===== config.mk =====
export PLATFORM = sky130hd
export DESIGN_NAME = pwss_slave
export DESIGN_NICKNAME = d
export VERILOG_FILES = /design/src/inc/pwss_pkg.sv /design/src/rtl/pwss_slave.sv
export SDC_FILE = /design/constraint.sdc
export NUM_CORES = 1
export LEC_CHECK = 0
export ABC_AREA = 0
export BUFFER_PORTS_ARGS = -buffer_cell sky130_fd_sc_hd__buf_2
export CAP_MARGIN = 40
export CORE_UTILIZATION = 61
export CTS_CLUSTER_DIAMETER = 50
export DETAILED_ROUTE_END_ITERATION = 12
export PLACE_DENSITY = 0.79
export SLEW_MARGIN = 5
export SYNTH_ARGS = -nofsm -noshare
export SYNTH_HDL_FRONTEND = slang
export SYNTH_SLANG_ARGS = --single-unit

===== constraint.sdc =====
create_clock -name ref_clk -period 3.9 [get_ports ref_clk]
set_input_delay 0.195 -clock ref_clk [delete_from_list [all_inputs] [get_ports ref_clk]]
set_output_delay 0.195 -clock ref_clk [all_outputs]
set_load 0.05 [all_outputs]

===== src/inc/pwss_pkg.sv =====
// Constants and types for the pulse-width single-wire slave.
// Assumes a 10 MHz reference clock; all widths are counted in its cycles.
package pwss_pkg;

	// Reference clock period
	localparam int CLK_NS = 100;

	// Wire timing figures, in ns
	localparam int INACT_MIN_NS = 11000;
	localparam int MST_SHORT_MAX_NS = 17000;
	localparam int MST_LONG_MIN_NS = 35400;
	localparam int MST_LONG_MAX_NS = 48900;
	localparam int START_MIN_NS = 80000;
	localparam int START_MAX_NS = 109000;
	localparam int RD_ONE_MIN_NS = 28300;
	localparam int RD_ONE_MAX_NS = 38300;
	localparam int ATTN_NS = 165000;
	localparam int RST_MIN_NS = 354000;

	// Counter width; every count below fits
	localparam int CNT_W = 12;

	// Cycle counts derived from the figures
	localparam logic [CNT_W-1:0] INACT_CYC =
		CNT_W'((INACT_MIN_NS + CLK_NS - 1) / CLK_NS);
	localparam logic [CNT_W-1:0] RD_ONE_CYC =
		CNT_W'((RD_ONE_MIN_NS + RD_ONE_MAX_NS) / 2 / CLK_NS);
	localparam logic [CNT_W-1:0] ATTN_CYC = CNT_W'(ATTN_NS / CLK_NS);
	localparam logic [CNT_W-1:0] RST_CYC =
		CNT_W'((RST_MIN_NS + CLK_NS - 1) / CLK_NS);

	// Classification thresholds, midway between neighbouring widths
	localparam logic [CNT_W-1:0] TH_D1_CYC =
		CNT_W'((MST_SHORT_MAX_NS + MST_LONG_MIN_NS) / 2 / CLK_NS);
	localparam logic [CNT_W-1:0] TH_START_CYC =
		CNT_W'((MST_LONG_MAX_NS + START_MIN_NS) / 2 / CLK_NS);
	localparam logic [CNT_W-1:0] TH_ATTN_CYC =
		CNT_W'((START_MAX_NS + ATTN_NS) / 2 / CLK_NS);
	localparam logic [CNT_W-1:0] TH_RST_CYC =
		CNT_W'((ATTN_NS + RST_MIN_NS) / 2 / CLK_NS);

	// Master data bits needed after a reset before attention may go out
	localparam logic [3:0] ATTN_GATE_BITS = 4'hE;

	// Event FIFO shape
	localparam int EVT_W = 4;
	localparam int EVT_DEPTH = 16;

	// Decoded pulse kinds
	typedef enum logic [2:0] {
		KIND_D0 = 3'b000,
		KIND_D1 = 3'b001,
		KIND_START = 3'b010,
		KIND_ATTN = 3'b011,
		KIND_RST = 3'b100
	} pwss_kind_e;

	// Own drive state
	typedef enum logic [1:0] {
		TX_IDLE = 2'b00,
		TX_ONE = 2'b01,
		TX_ATTN = 2'b10,
		TX_RST = 2'b11
	} pwss_tx_e;

endpackage


===== src/rtl/pwss_slave.sv =====
// Pulse-width single-wire slave: wire sampling, pulse classification,
// read-one reply, attention request, power-up reset and event FIFO.
// Assumes an external pull-up on the wire and a master that keeps its
// own pulse widths; the transaction framing sits above this block.
//
// Notes on behaviour
// [RL1] Idle only after high for inactive time
// [RL2] Five pulse kinds told apart by width
// [RL3] Own clock meets tolerance, no clock training
// [RL4] Master waits for idle before any bit
// [RL5] Master writes short zero, long one
// [RL6] Catch falling edge, time low period
// [RL7] Master reads with short pulse, times release
// [RL8] Read one: stretch low for read-one width
// [RL9] Long pulses never taken as data
// [RL10] Reserved reply bits go out as zero
// [RL11] Start seen anytime aborts current transaction
// [RL12] Start pulse stretched longer is not start
// [RL13] Attention starts idle or right after edge
// [RL14] Attention overrides all but reset
// [RL15] Attention stretched to reset length is reset
// [RL16] No attention before 14 master data bits
// [RL17] Drive reset pulse at power-up
// [RL18] Master issues own power-up reset
// [RL19] Attention announces fresh readout results
// [RL20] Address chosen by select pin level
// [RL21] Open-drain drive only, pull-up gives high
// [RL22] Master data widths within their windows
// [RL23] Master start width within its window
// [RL24] Read-one drive within its window
// [RL25] Reset drive at least reset width
// [RL26] Widths classified against midpoint thresholds
`timescale 1ns/100ps

////////////////////////////////////////////////////////////////////////
// Event FIFO with valid/ready on both sides
module pwss_fifo #(
	parameter int W = 4,
	parameter int D = 16
) (
	// Clock and reset
	input wire logic ref_clk,
	input wire logic rst,
	// Fill side
	input wire logic in_valid,
	output logic in_ready,
	input wire logic [W-1:0] in_data,
	// Drain side
	output logic out_valid,
	input wire logic out_ready,
	output logic [W-1:0] out_data
);
	localparam int AW = $clog2(D);

	logic [W-1:0] mem [D];       // Storage
	logic [AW-1:0] wr_ptr;       // Write index
	logic [AW-1:0] rd_ptr;       // Read index
	logic [AW:0] fill;           // Words held
	logic [AW-1:0] next_wr_ptr;
	logic [AW-1:0] next_rd_ptr;
	logic [AW:0] next_fill;
	logic push;
	logic pop;

	// Honest flags from the fill count
	assign in_ready = (fill != (AW+1)'(D));
	assign out_valid = (fill != '0);
	assign out_data = mem[rd_ptr];
	assign push = in_valid && in_ready;
	assign pop = out_valid && out_ready;

	// Pointer and count update
	always_comb begin
		next_wr_ptr = wr_ptr;
		next_rd_ptr = rd_ptr;
		next_fill = fill;
		if (push) begin
			next_wr_ptr = (wr_ptr == AW'(D - 1)) ? '0 : wr_ptr + 1'b1;
		end
		if (pop) begin
			next_rd_ptr = (rd_ptr == AW'(D - 1)) ? '0 : rd_ptr + 1'b1;
		end
		if (push && !pop) begin
			next_fill = fill + 1'b1;
		end else if (pop && !push) begin
			next_fill = fill - 1'b1;
		end
	end

	// Register pointers
	always_ff @(posedge ref_clk) begin
		if (rst) begin
			wr_ptr <= '0;
			rd_ptr <= '0;
			fill <= '0;
		end else begin
			wr_ptr <= next_wr_ptr;
			rd_ptr <= next_rd_ptr;
			fill <= next_fill;
		end
	end

	// Storage write; no reset needed, guarded by fill
	always_ff @(posedge ref_clk) begin
		if (push) begin
			mem[wr_ptr] <= in_data;
		end
	end
endmodule

////////////////////////////////////////////////////////////////////////
// Slave top
module pwss_slave
	import pwss_pkg::*;
#(
	parameter logic [2:0] ADDR_LOW = 3'h1,  // Address with select low
	parameter logic [2:0] ADDR_HIGH = 3'h2, // Address with select high
	parameter int FIFO_DEPTH = EVT_DEPTH
) (
	// Clock and reset
	input wire logic ref_clk,
	input wire logic rst,
	// Single data wire, open drain
	input wire logic swd_in,
	output logic swd_out,
	output logic swd_oe,
	// Address select strap
	input wire logic addr_sel,
	output logic [2:0] dev_addr,
	// Reply bit for the next read slot
	input wire logic reply_arm,
	input wire logic reply_bit,
	output logic reply_taken,
	// Attention request from the measurement side
	input wire logic attn_req,
	output logic attn_pending,
	// Transaction control
	output logic start_seen,
	output logic bus_reset,
	output logic evt_room,
	output logic evt_lost,
	// Decoded pulse stream
	output logic evt_valid,
	input wire logic evt_ready,
	output logic [2:0] evt_kind,
	output logic evt_own
);

	////////////////////////////////////////////////////////////////
	// Wire sampling
	logic swd_s1;         // First sync stage, read by swd_s2 only
	logic swd_s2;         // Synchronised level
	logic swd_s3;         // Delayed copy for edges
	logic sel_s1;         // Strap sync
	logic sel_s2;
	logic rise;           // Wire released
	logic line_low;

	// Two flops before any logic reads the pins
	always_ff @(posedge ref_clk) begin
		if (rst) begin
			swd_s1 <= 1'b1;
			swd_s2 <= 1'b1;
			swd_s3 <= 1'b1;
			sel_s1 <= 1'b0;
			sel_s2 <= 1'b0;
		end else begin
			swd_s1 <= swd_in;
			swd_s2 <= swd_s1;
			swd_s3 <= swd_s2;
			sel_s1 <= addr_sel;
			sel_s2 <= sel_s1;
		end
	end

	assign line_low = !swd_s2;
	assign rise = swd_s2 && !swd_s3;

	// Address follows the strap level
	always_ff @(posedge ref_clk) begin
		if (rst) begin
			dev_addr <= ADDR_LOW;
		end else begin
			dev_addr <= sel_s2 ? ADDR_HIGH : ADDR_LOW; // RL20
		end
	end

	////////////////////////////////////////////////////////////////
	// Low and high period timers
	logic [CNT_W-1:0] low_cnt;
	logic [CNT_W-1:0] high_cnt;
	logic [CNT_W-1:0] next_low_cnt;
	logic [CNT_W-1:0] next_high_cnt;
	logic bus_idle;
	logic first_low;      // First sampled low cycle of a pulse

	// Saturating counts; low count held through the rising edge
	always_comb begin
		next_low_cnt = low_cnt;
		next_high_cnt = high_cnt;
		if (line_low) begin
			next_high_cnt = '0;
			if (!swd_s3 || rise) begin
				next_low_cnt = (low_cnt == '1) ? low_cnt : low_cnt + 1'b1;
			end else begin
				next_low_cnt = CNT_W'(1);
			end
		end else if (high_cnt != INACT_CYC) begin
			next_high_cnt = high_cnt + 1'b1;
		end
	end

	// Register timers
	always_ff @(posedge ref_clk) begin
		if (rst) begin
			low_cnt <= '0;
			high_cnt <= '0;
		end else begin
			low_cnt <= next_low_cnt;
			high_cnt <= next_high_cnt;
		end
	end

	assign bus_idle = !line_low && (high_cnt == INACT_CYC); // RL1
	assign first_low = line_low && swd_s3; // RL6

	////////////////////////////////////////////////////////////////
	// Pulse classification at release
	pwss_kind_e kind;

	// Thresholds sit between nominal widths; own clock tolerance is
	// absorbed by the margins, so no training is done
	always_comb begin
		if (low_cnt >= TH_RST_CYC) begin
			kind = KIND_RST; // RL15
		end else if (low_cnt >= TH_ATTN_CYC) begin
			kind = KIND_ATTN; // RL14
		end else if (low_cnt >= TH_START_CYC) begin
			kind = KIND_START; // RL12
		end else if (low_cnt >= TH_D1_CYC) begin
			kind = KIND_D1; // RL26
		end else begin
			kind = KIND_D0; // RL2 RL3 RL9
		end
	end

	////////////////////////////////////////////////////////////////
	// Own drive
	pwss_tx_e tx_state;
	pwss_tx_e next_tx_state;
	logic [CNT_W-1:0] tx_cnt;
	logic [CNT_W-1:0] next_tx_cnt;
	logic own;            // This pulse carried our drive
	logic next_own;
	logic [3:0] bit_cnt;  // Master data bits since reset
	logic [3:0] next_bit_cnt;
	logic attn_ok;
	logic go_attn;
	logic go_one;
	logic next_reply_taken;
	logic fifo_in_ready;

	// Attention only once enough bits passed and events can be stored
	assign attn_ok = attn_pending && (bit_cnt == ATTN_GATE_BITS) &&
		fifo_in_ready; // RL16
	// Send when idle, or riding the master's edge
	assign go_attn = attn_ok && (bus_idle || first_low); // RL13
	// Armed one reply; an unarmed slot returns zero
	assign go_one = first_low && reply_arm && reply_bit; // RL8 RL10

	// Drive state choice; attention beats a reply
	always_comb begin
		next_tx_state = tx_state;
		next_tx_cnt = tx_cnt;
		next_reply_taken = 1'b0;
		unique case (tx_state)
			TX_IDLE: begin
				if (go_attn) begin
					next_tx_state = TX_ATTN; // RL14
					next_tx_cnt = ATTN_CYC;
				end else if (go_one) begin
					next_tx_state = TX_ONE;
					next_tx_cnt = RD_ONE_CYC; // RL24
					next_reply_taken = 1'b1;
				end else if (first_low && reply_arm) begin
					next_reply_taken = 1'b1; // Zero reply, wire left alone
				end
			end
			TX_ONE, TX_ATTN, TX_RST: begin
				if (tx_cnt == CNT_W'(1)) begin
					next_tx_state = TX_IDLE;
				end
				next_tx_cnt = tx_cnt - 1'b1;
			end
		endcase
	end

	// Track whether we drove during this pulse
	always_comb begin
		next_own = own;
		if (rise) begin
			next_own = 1'b0;
		end else if (tx_state != TX_IDLE) begin
			next_own = 1'b1;
		end
	end

	// Register drive state; reset pulse goes out at power-up
	always_ff @(posedge ref_clk) begin
		if (rst) begin
			tx_state <= TX_RST; // RL17
			tx_cnt <= RST_CYC; // RL25
			own <= 1'b0;
			reply_taken <= 1'b0;
		end else begin
			tx_state <= next_tx_state;
			tx_cnt <= next_tx_cnt;
			own <= next_own;
			reply_taken <= next_reply_taken;
		end
	end

	// Pull low only; high comes from the pull-up
	assign swd_out = 1'b0; // RL21
	assign swd_oe = (tx_state != TX_IDLE);

	////////////////////////////////////////////////////////////////
	// Bit count, attention flag and event strobes
	logic next_attn_pending;
	logic next_start_seen;
	logic next_bus_reset;
	logic next_evt_lost;
	logic push;
	logic attn_done;

	assign push = rise;
	assign attn_done = rise && own && (kind == KIND_ATTN);

	// Master data bits counted up to the gate, cleared by any reset
	always_comb begin
		next_bit_cnt = bit_cnt;
		if (rise && kind == KIND_RST) begin
			next_bit_cnt = '0; // RL16
		end else if (rise && (kind == KIND_D0 || kind == KIND_D1) &&
				bit_cnt != ATTN_GATE_BITS) begin
			next_bit_cnt = bit_cnt + 1'b1;
		end
	end

	// Request sets win over a completed send in the same cycle
	always_comb begin
		next_attn_pending = attn_pending;
		if (attn_req) begin
			next_attn_pending = 1'b1; // RL19
		end else if (attn_done) begin
			next_attn_pending = 1'b0;
		end
		next_start_seen = rise && (kind == KIND_START); // RL11
		next_bus_reset = rise && (kind == KIND_RST);
		next_evt_lost = evt_lost || (push && !fifo_in_ready);
	end

	// Register flags; bit count starts blocked as after a reset
	always_ff @(posedge ref_clk) begin
		if (rst) begin
			bit_cnt <= '0;
			attn_pending <= 1'b0;
			start_seen <= 1'b0;
			bus_reset <= 1'b0;
			evt_lost <= 1'b0;
		end else begin
			bit_cnt <= next_bit_cnt;
			attn_pending <= next_attn_pending;
			start_seen <= next_start_seen;
			bus_reset <= next_bus_reset;
			evt_lost <= next_evt_lost;
		end
	end

	assign evt_room = fifo_in_ready;

	////////////////////////////////////////////////////////////////
	// Event FIFO; when full, attention is held back and pulses are lost
	logic [EVT_W-1:0] evt_word;

	pwss_fifo #(
		.W(EVT_W),
		.D(FIFO_DEPTH)
	) u_fifo (
		.ref_clk(ref_clk),
		.rst(rst),
		.in_valid(push),
		.in_ready(fifo_in_ready),
		.in_data({kind, own}),
		.out_valid(evt_valid),
		.out_ready(evt_ready),
		.out_data(evt_word)
	);

	assign evt_kind = evt_word[3:1];
	assign evt_own = evt_word[0];

endmodule

==> results.sh <==
export IMPL_num_rows=36
export IMPL_cpMostUsedCell="a21oi_1"
export IMPL_ios=24
export IMPL_yosysSeqAreaShare=0.547
export IMPL_diodes=0
export IMPL_route_detailed_drc=0
export IMPL_clkTransAtPathRegs_ns=0.06
export IMPL_critPathMaxStageDelay_ns=0.54
export IMPL_final_antenna_net_count=0
export IMPL_cap_violations=0
export IMPL_grt_use_total=0.249
export IMPL_path_cells="or4_1, o21a_1, inv_2, ha_1, inv_1, fa_1, a21o_1, a21oi_1, xnor2_1, or3_1, a21oi_1"
export IMPL_synth_flop_cell="dfxtp_1"
export IMPL_wirelength_um=12000
export IMPL_worstMarginPinSlew_ns=0.773
export IMPL_nets=580
export IMPL_synth_top_cell_by_area="edfxtp_1"
export IMPL_place_hpwl_um=8100
export IMPL_irDropWorstVdd_mv=0.416
export IMPL_htreeDepth=4
export IMPL_synthArstFlopShare=0
export IMPL_clk_latency_ns=0.52
export IMPL_synth_most_common_cell="dfxtp_1"
export IMPL_seq_area_um2=3360
export IMPL_synth_area_um2=6150
export IMPL_vias_per_cell=5.97
export IMPL_grt_ovfl_total=0
export IMPL_required_ns=4.35
export IMPL_start_kind="flip-flop"
export IMPL_post_synth_main_area_contributors="edfxtp_1 31%, dfxtp_1 23%, mux4_2 7.3%"
export IMPL_fillers=689
export IMPL_drtPass1Iterations=5
export IMPL_slowest_stage="or4_1"
export IMPL_p_seq_frac=0.435
export IMPL_skew_ns=0.00757
export IMPL_fmax_ghz=0.346
export IMPL_p_switching_mw=1.00
export IMPL_initial_core_util=0.629
export IMPL_grt_pass1_vias=3979
export IMPL_cts_tree="yes"
export IMPL_numCtsBuffers=17
export IMPL_min_period_ns=2.89
export IMPL_hold_path_class="in -> reg"
export IMPL_power_density_nw_per_um2=536
export IMPL_drt_iter0_markers=288
export IMPL_dieHeight_um=102
export IMPL_critPathKind="reg -> reg"
export IMPL_syn_area_per_cell_um2=11.5
export IMPL_ys_types=69
export IMPL_internal_power_mw=2.71
export IMPL_finalSetupViolations=0
export IMPL_grt_max_degree=40
export IMPL_drv_slew=0
export IMPL_crit_arrival_ns=3.34
export IMPL_clkPwrFrac=0.407
export IMPL_yosys_warnings=0
export IMPL_gp_congestion=0.862
export IMPL_holdPathStages=4
export IMPL_finalCritPeriodShare=0.741
export IMPL_rsz0062_at_grt="false"
export IMPL_fp_dieW_um=102
export IMPL_multi_input_area_um2=2570
export IMPL_synth_edff_count=64
export IMPL_netlist_instances=535
export IMPL_dr_total_vias=4175
export IMPL_ys_seq_elements=136
export IMPL_area_growth_pct=12.4
export IMPL_final_layout_size_suffix_gt1_frac=0.173
export IMPL_post_dp_cell_area_um2=6300
export IMPL_fin_setup_tns_ns=0
export IMPL_antenna_found_initial=0
export IMPL_hold_viol=0
export IMPL_leakage_nw=2.42
export IMPL_fin_area_um2=6910
export IMPL_pwr_share_comb=0.158
export IMPL_end_kind="flip-flop"
export IMPL_grt_pass1_wl_um=19400
export IMPL_synth_common_cells="72 x dfxtp_1, 66 x nor2_1, 64 x edfxtp_1, 30 x a21oi_1, 28 x nand2_1"
export IMPL_clock_sinks=136
export IMPL_clock_root_buffer="clkbuf_8"
export IMPL_fin_ws_ns=1.01
export IMPL_run_status="finished clean"
export IMPL_crit_path_max_fanout=5
export IMPL_io_buffers=21
export IMPL_reg2reg_depth=11
export IMPL_ctsLongestPathBuffers=2
export IMPL_dieArea_um2=10500
export IMPL_swShare=0.270
export IMPL_slew_headroom=0.481
export IMPL_yosys_area_top_type_share=0.313
export IMPL_coreArea_um2=9770
export IMPL_detail_route_wl_per_cell_um=17.1
export IMPL_dp_slack_ns=1.02
[final timing paths]
kind | from | slack [ns] | endpoint
worst min-delay path | evt_ready | 0.11 | u_fifo.rd_ptr[1]
worst max register to register | u_fifo.fill[0] | 1.01 | u_fifo.fill[4]
worst max-delay path | u_fifo.fill[0] | 1.01 | u_fifo.fill[4]
worst min register to register | sel_s2 | 0.41 | dev_addr[0]
[final cells by class]
type	instances	share of cell area
Clock buffer	17	0.0599
Clock inverter	14	0.0219
Inverter	20	0.0109
Multi-Input combinational cell	351	0.372
Sequential cell	136	0.487
Tap cell	133	0.0241
Timing Repair Buffer	28	0.0243
[cells by family after synthesis]
kind of cell	after synthesis	share of synthesized area
XOR/XNOR	25	0.0356
adder cells (fa/ha/maj)	18	0.0379
AO/OA/AOI/OAI	92	0.102
multiplexers	23	0.0781
other	1	0.000610
AND/OR/NAND/NOR	191	0.164
buffers and inverters	49	0.0352
flip-flops	136	0.547
[layer usage]
metal,global-route usage,up-vias,part of all wire
li1,-,2003,-
met1,0.307,2039,0.43
met2,0.423,116,0.52
met3,0.0540,17,0.045
met4,0.104,0,0.015
met5,0,-,0
[critical path, delay by kind of cell, from the launching register on]
kind | cells | cell delay, ns
adders and majority gates | 2 | 0.59
AOI/OAI and AO/OA | 4 | 0.72
and+or+nand+nor | 2 | 0.84
xor gates and xnor gates | 1 | 0.09
DFF | 1 | 0.38
buffers and inverters | 2 | 0.19
[placed cells by master, fill, tap and decap left out, drive strengths merged, types with 5 or more instances in the layout]
master / netlist / routed
dfxtp: 72 / 72
nor2: 67 / 67
edfxtp: 64 / 64
a21oi: 30 / 30
nand2: 28 / 28
buf: 14 / 24
nor3: 23 / 23
inv: 20 / 22
mux4: 20 / 20
o21ai: 20 / 20
ha: 17 / 17
clkbuf: 15 / 17
xnor2: 16 / 16
nand3: 13 / 13
xor2: 9 / 9
nand2b: 9 / 9
or3: 8 / 8
nor4: 8 / 8
nand4: 7 / 7
a21o: 7 / 7
or2: 7 / 7
clkinv: 0 / 7
a211oi: 6 / 6
or4: 5 / 5
[through the flow]
step           power [mW]  utilization  cells  hold WS (ns)
2_1_floorplan        2.12            -    536         0.299
3_5_place_dp         2.23        0.645    664         0.381
4_1_cts              3.73        0.707    699        0.0927
3_3_place_gp         2.20        0.645    664         0.382
6_report             3.71        0.707    699         0.113
5_1_grt              3.86        0.707    699         0.130
[repair_timing]
| item | CTS | global route |
|---|---|---|
| setup buffers | 0 | 0 |
| gates resized for setup | 0 | 0 |
| hold buffers | 4 | 0 |
| endpoints found under the hold margin | 4 | 0 |
[flip-flops by register name, summed over array words and instances, names as in the netlist, 2 cells and up, named ones only]
name           flops
low_cnt           12
u_fifo.fill        5
u_fifo.wr_ptr      4
u_fifo.rd_ptr      4
tx_cnt            12
high_cnt          12
bit_cnt            4
u_fifo.mem        64
dev_addr           2
tx_state           2
[power by group through the flow]
stage / clock (mW) / combinational [mW] / sequential, mW
global placement: 0 / 0.569 / 1.63
floorplan: 0 / 0.507 / 1.61
detailed placement: 0 / 0.588 / 1.64
CTS: 1.52 / 0.596 / 1.61
finish: 1.51 / 0.586 / 1.61
global route: 1.60 / 0.640 / 1.62
Power figures use the tool's default switching activity.
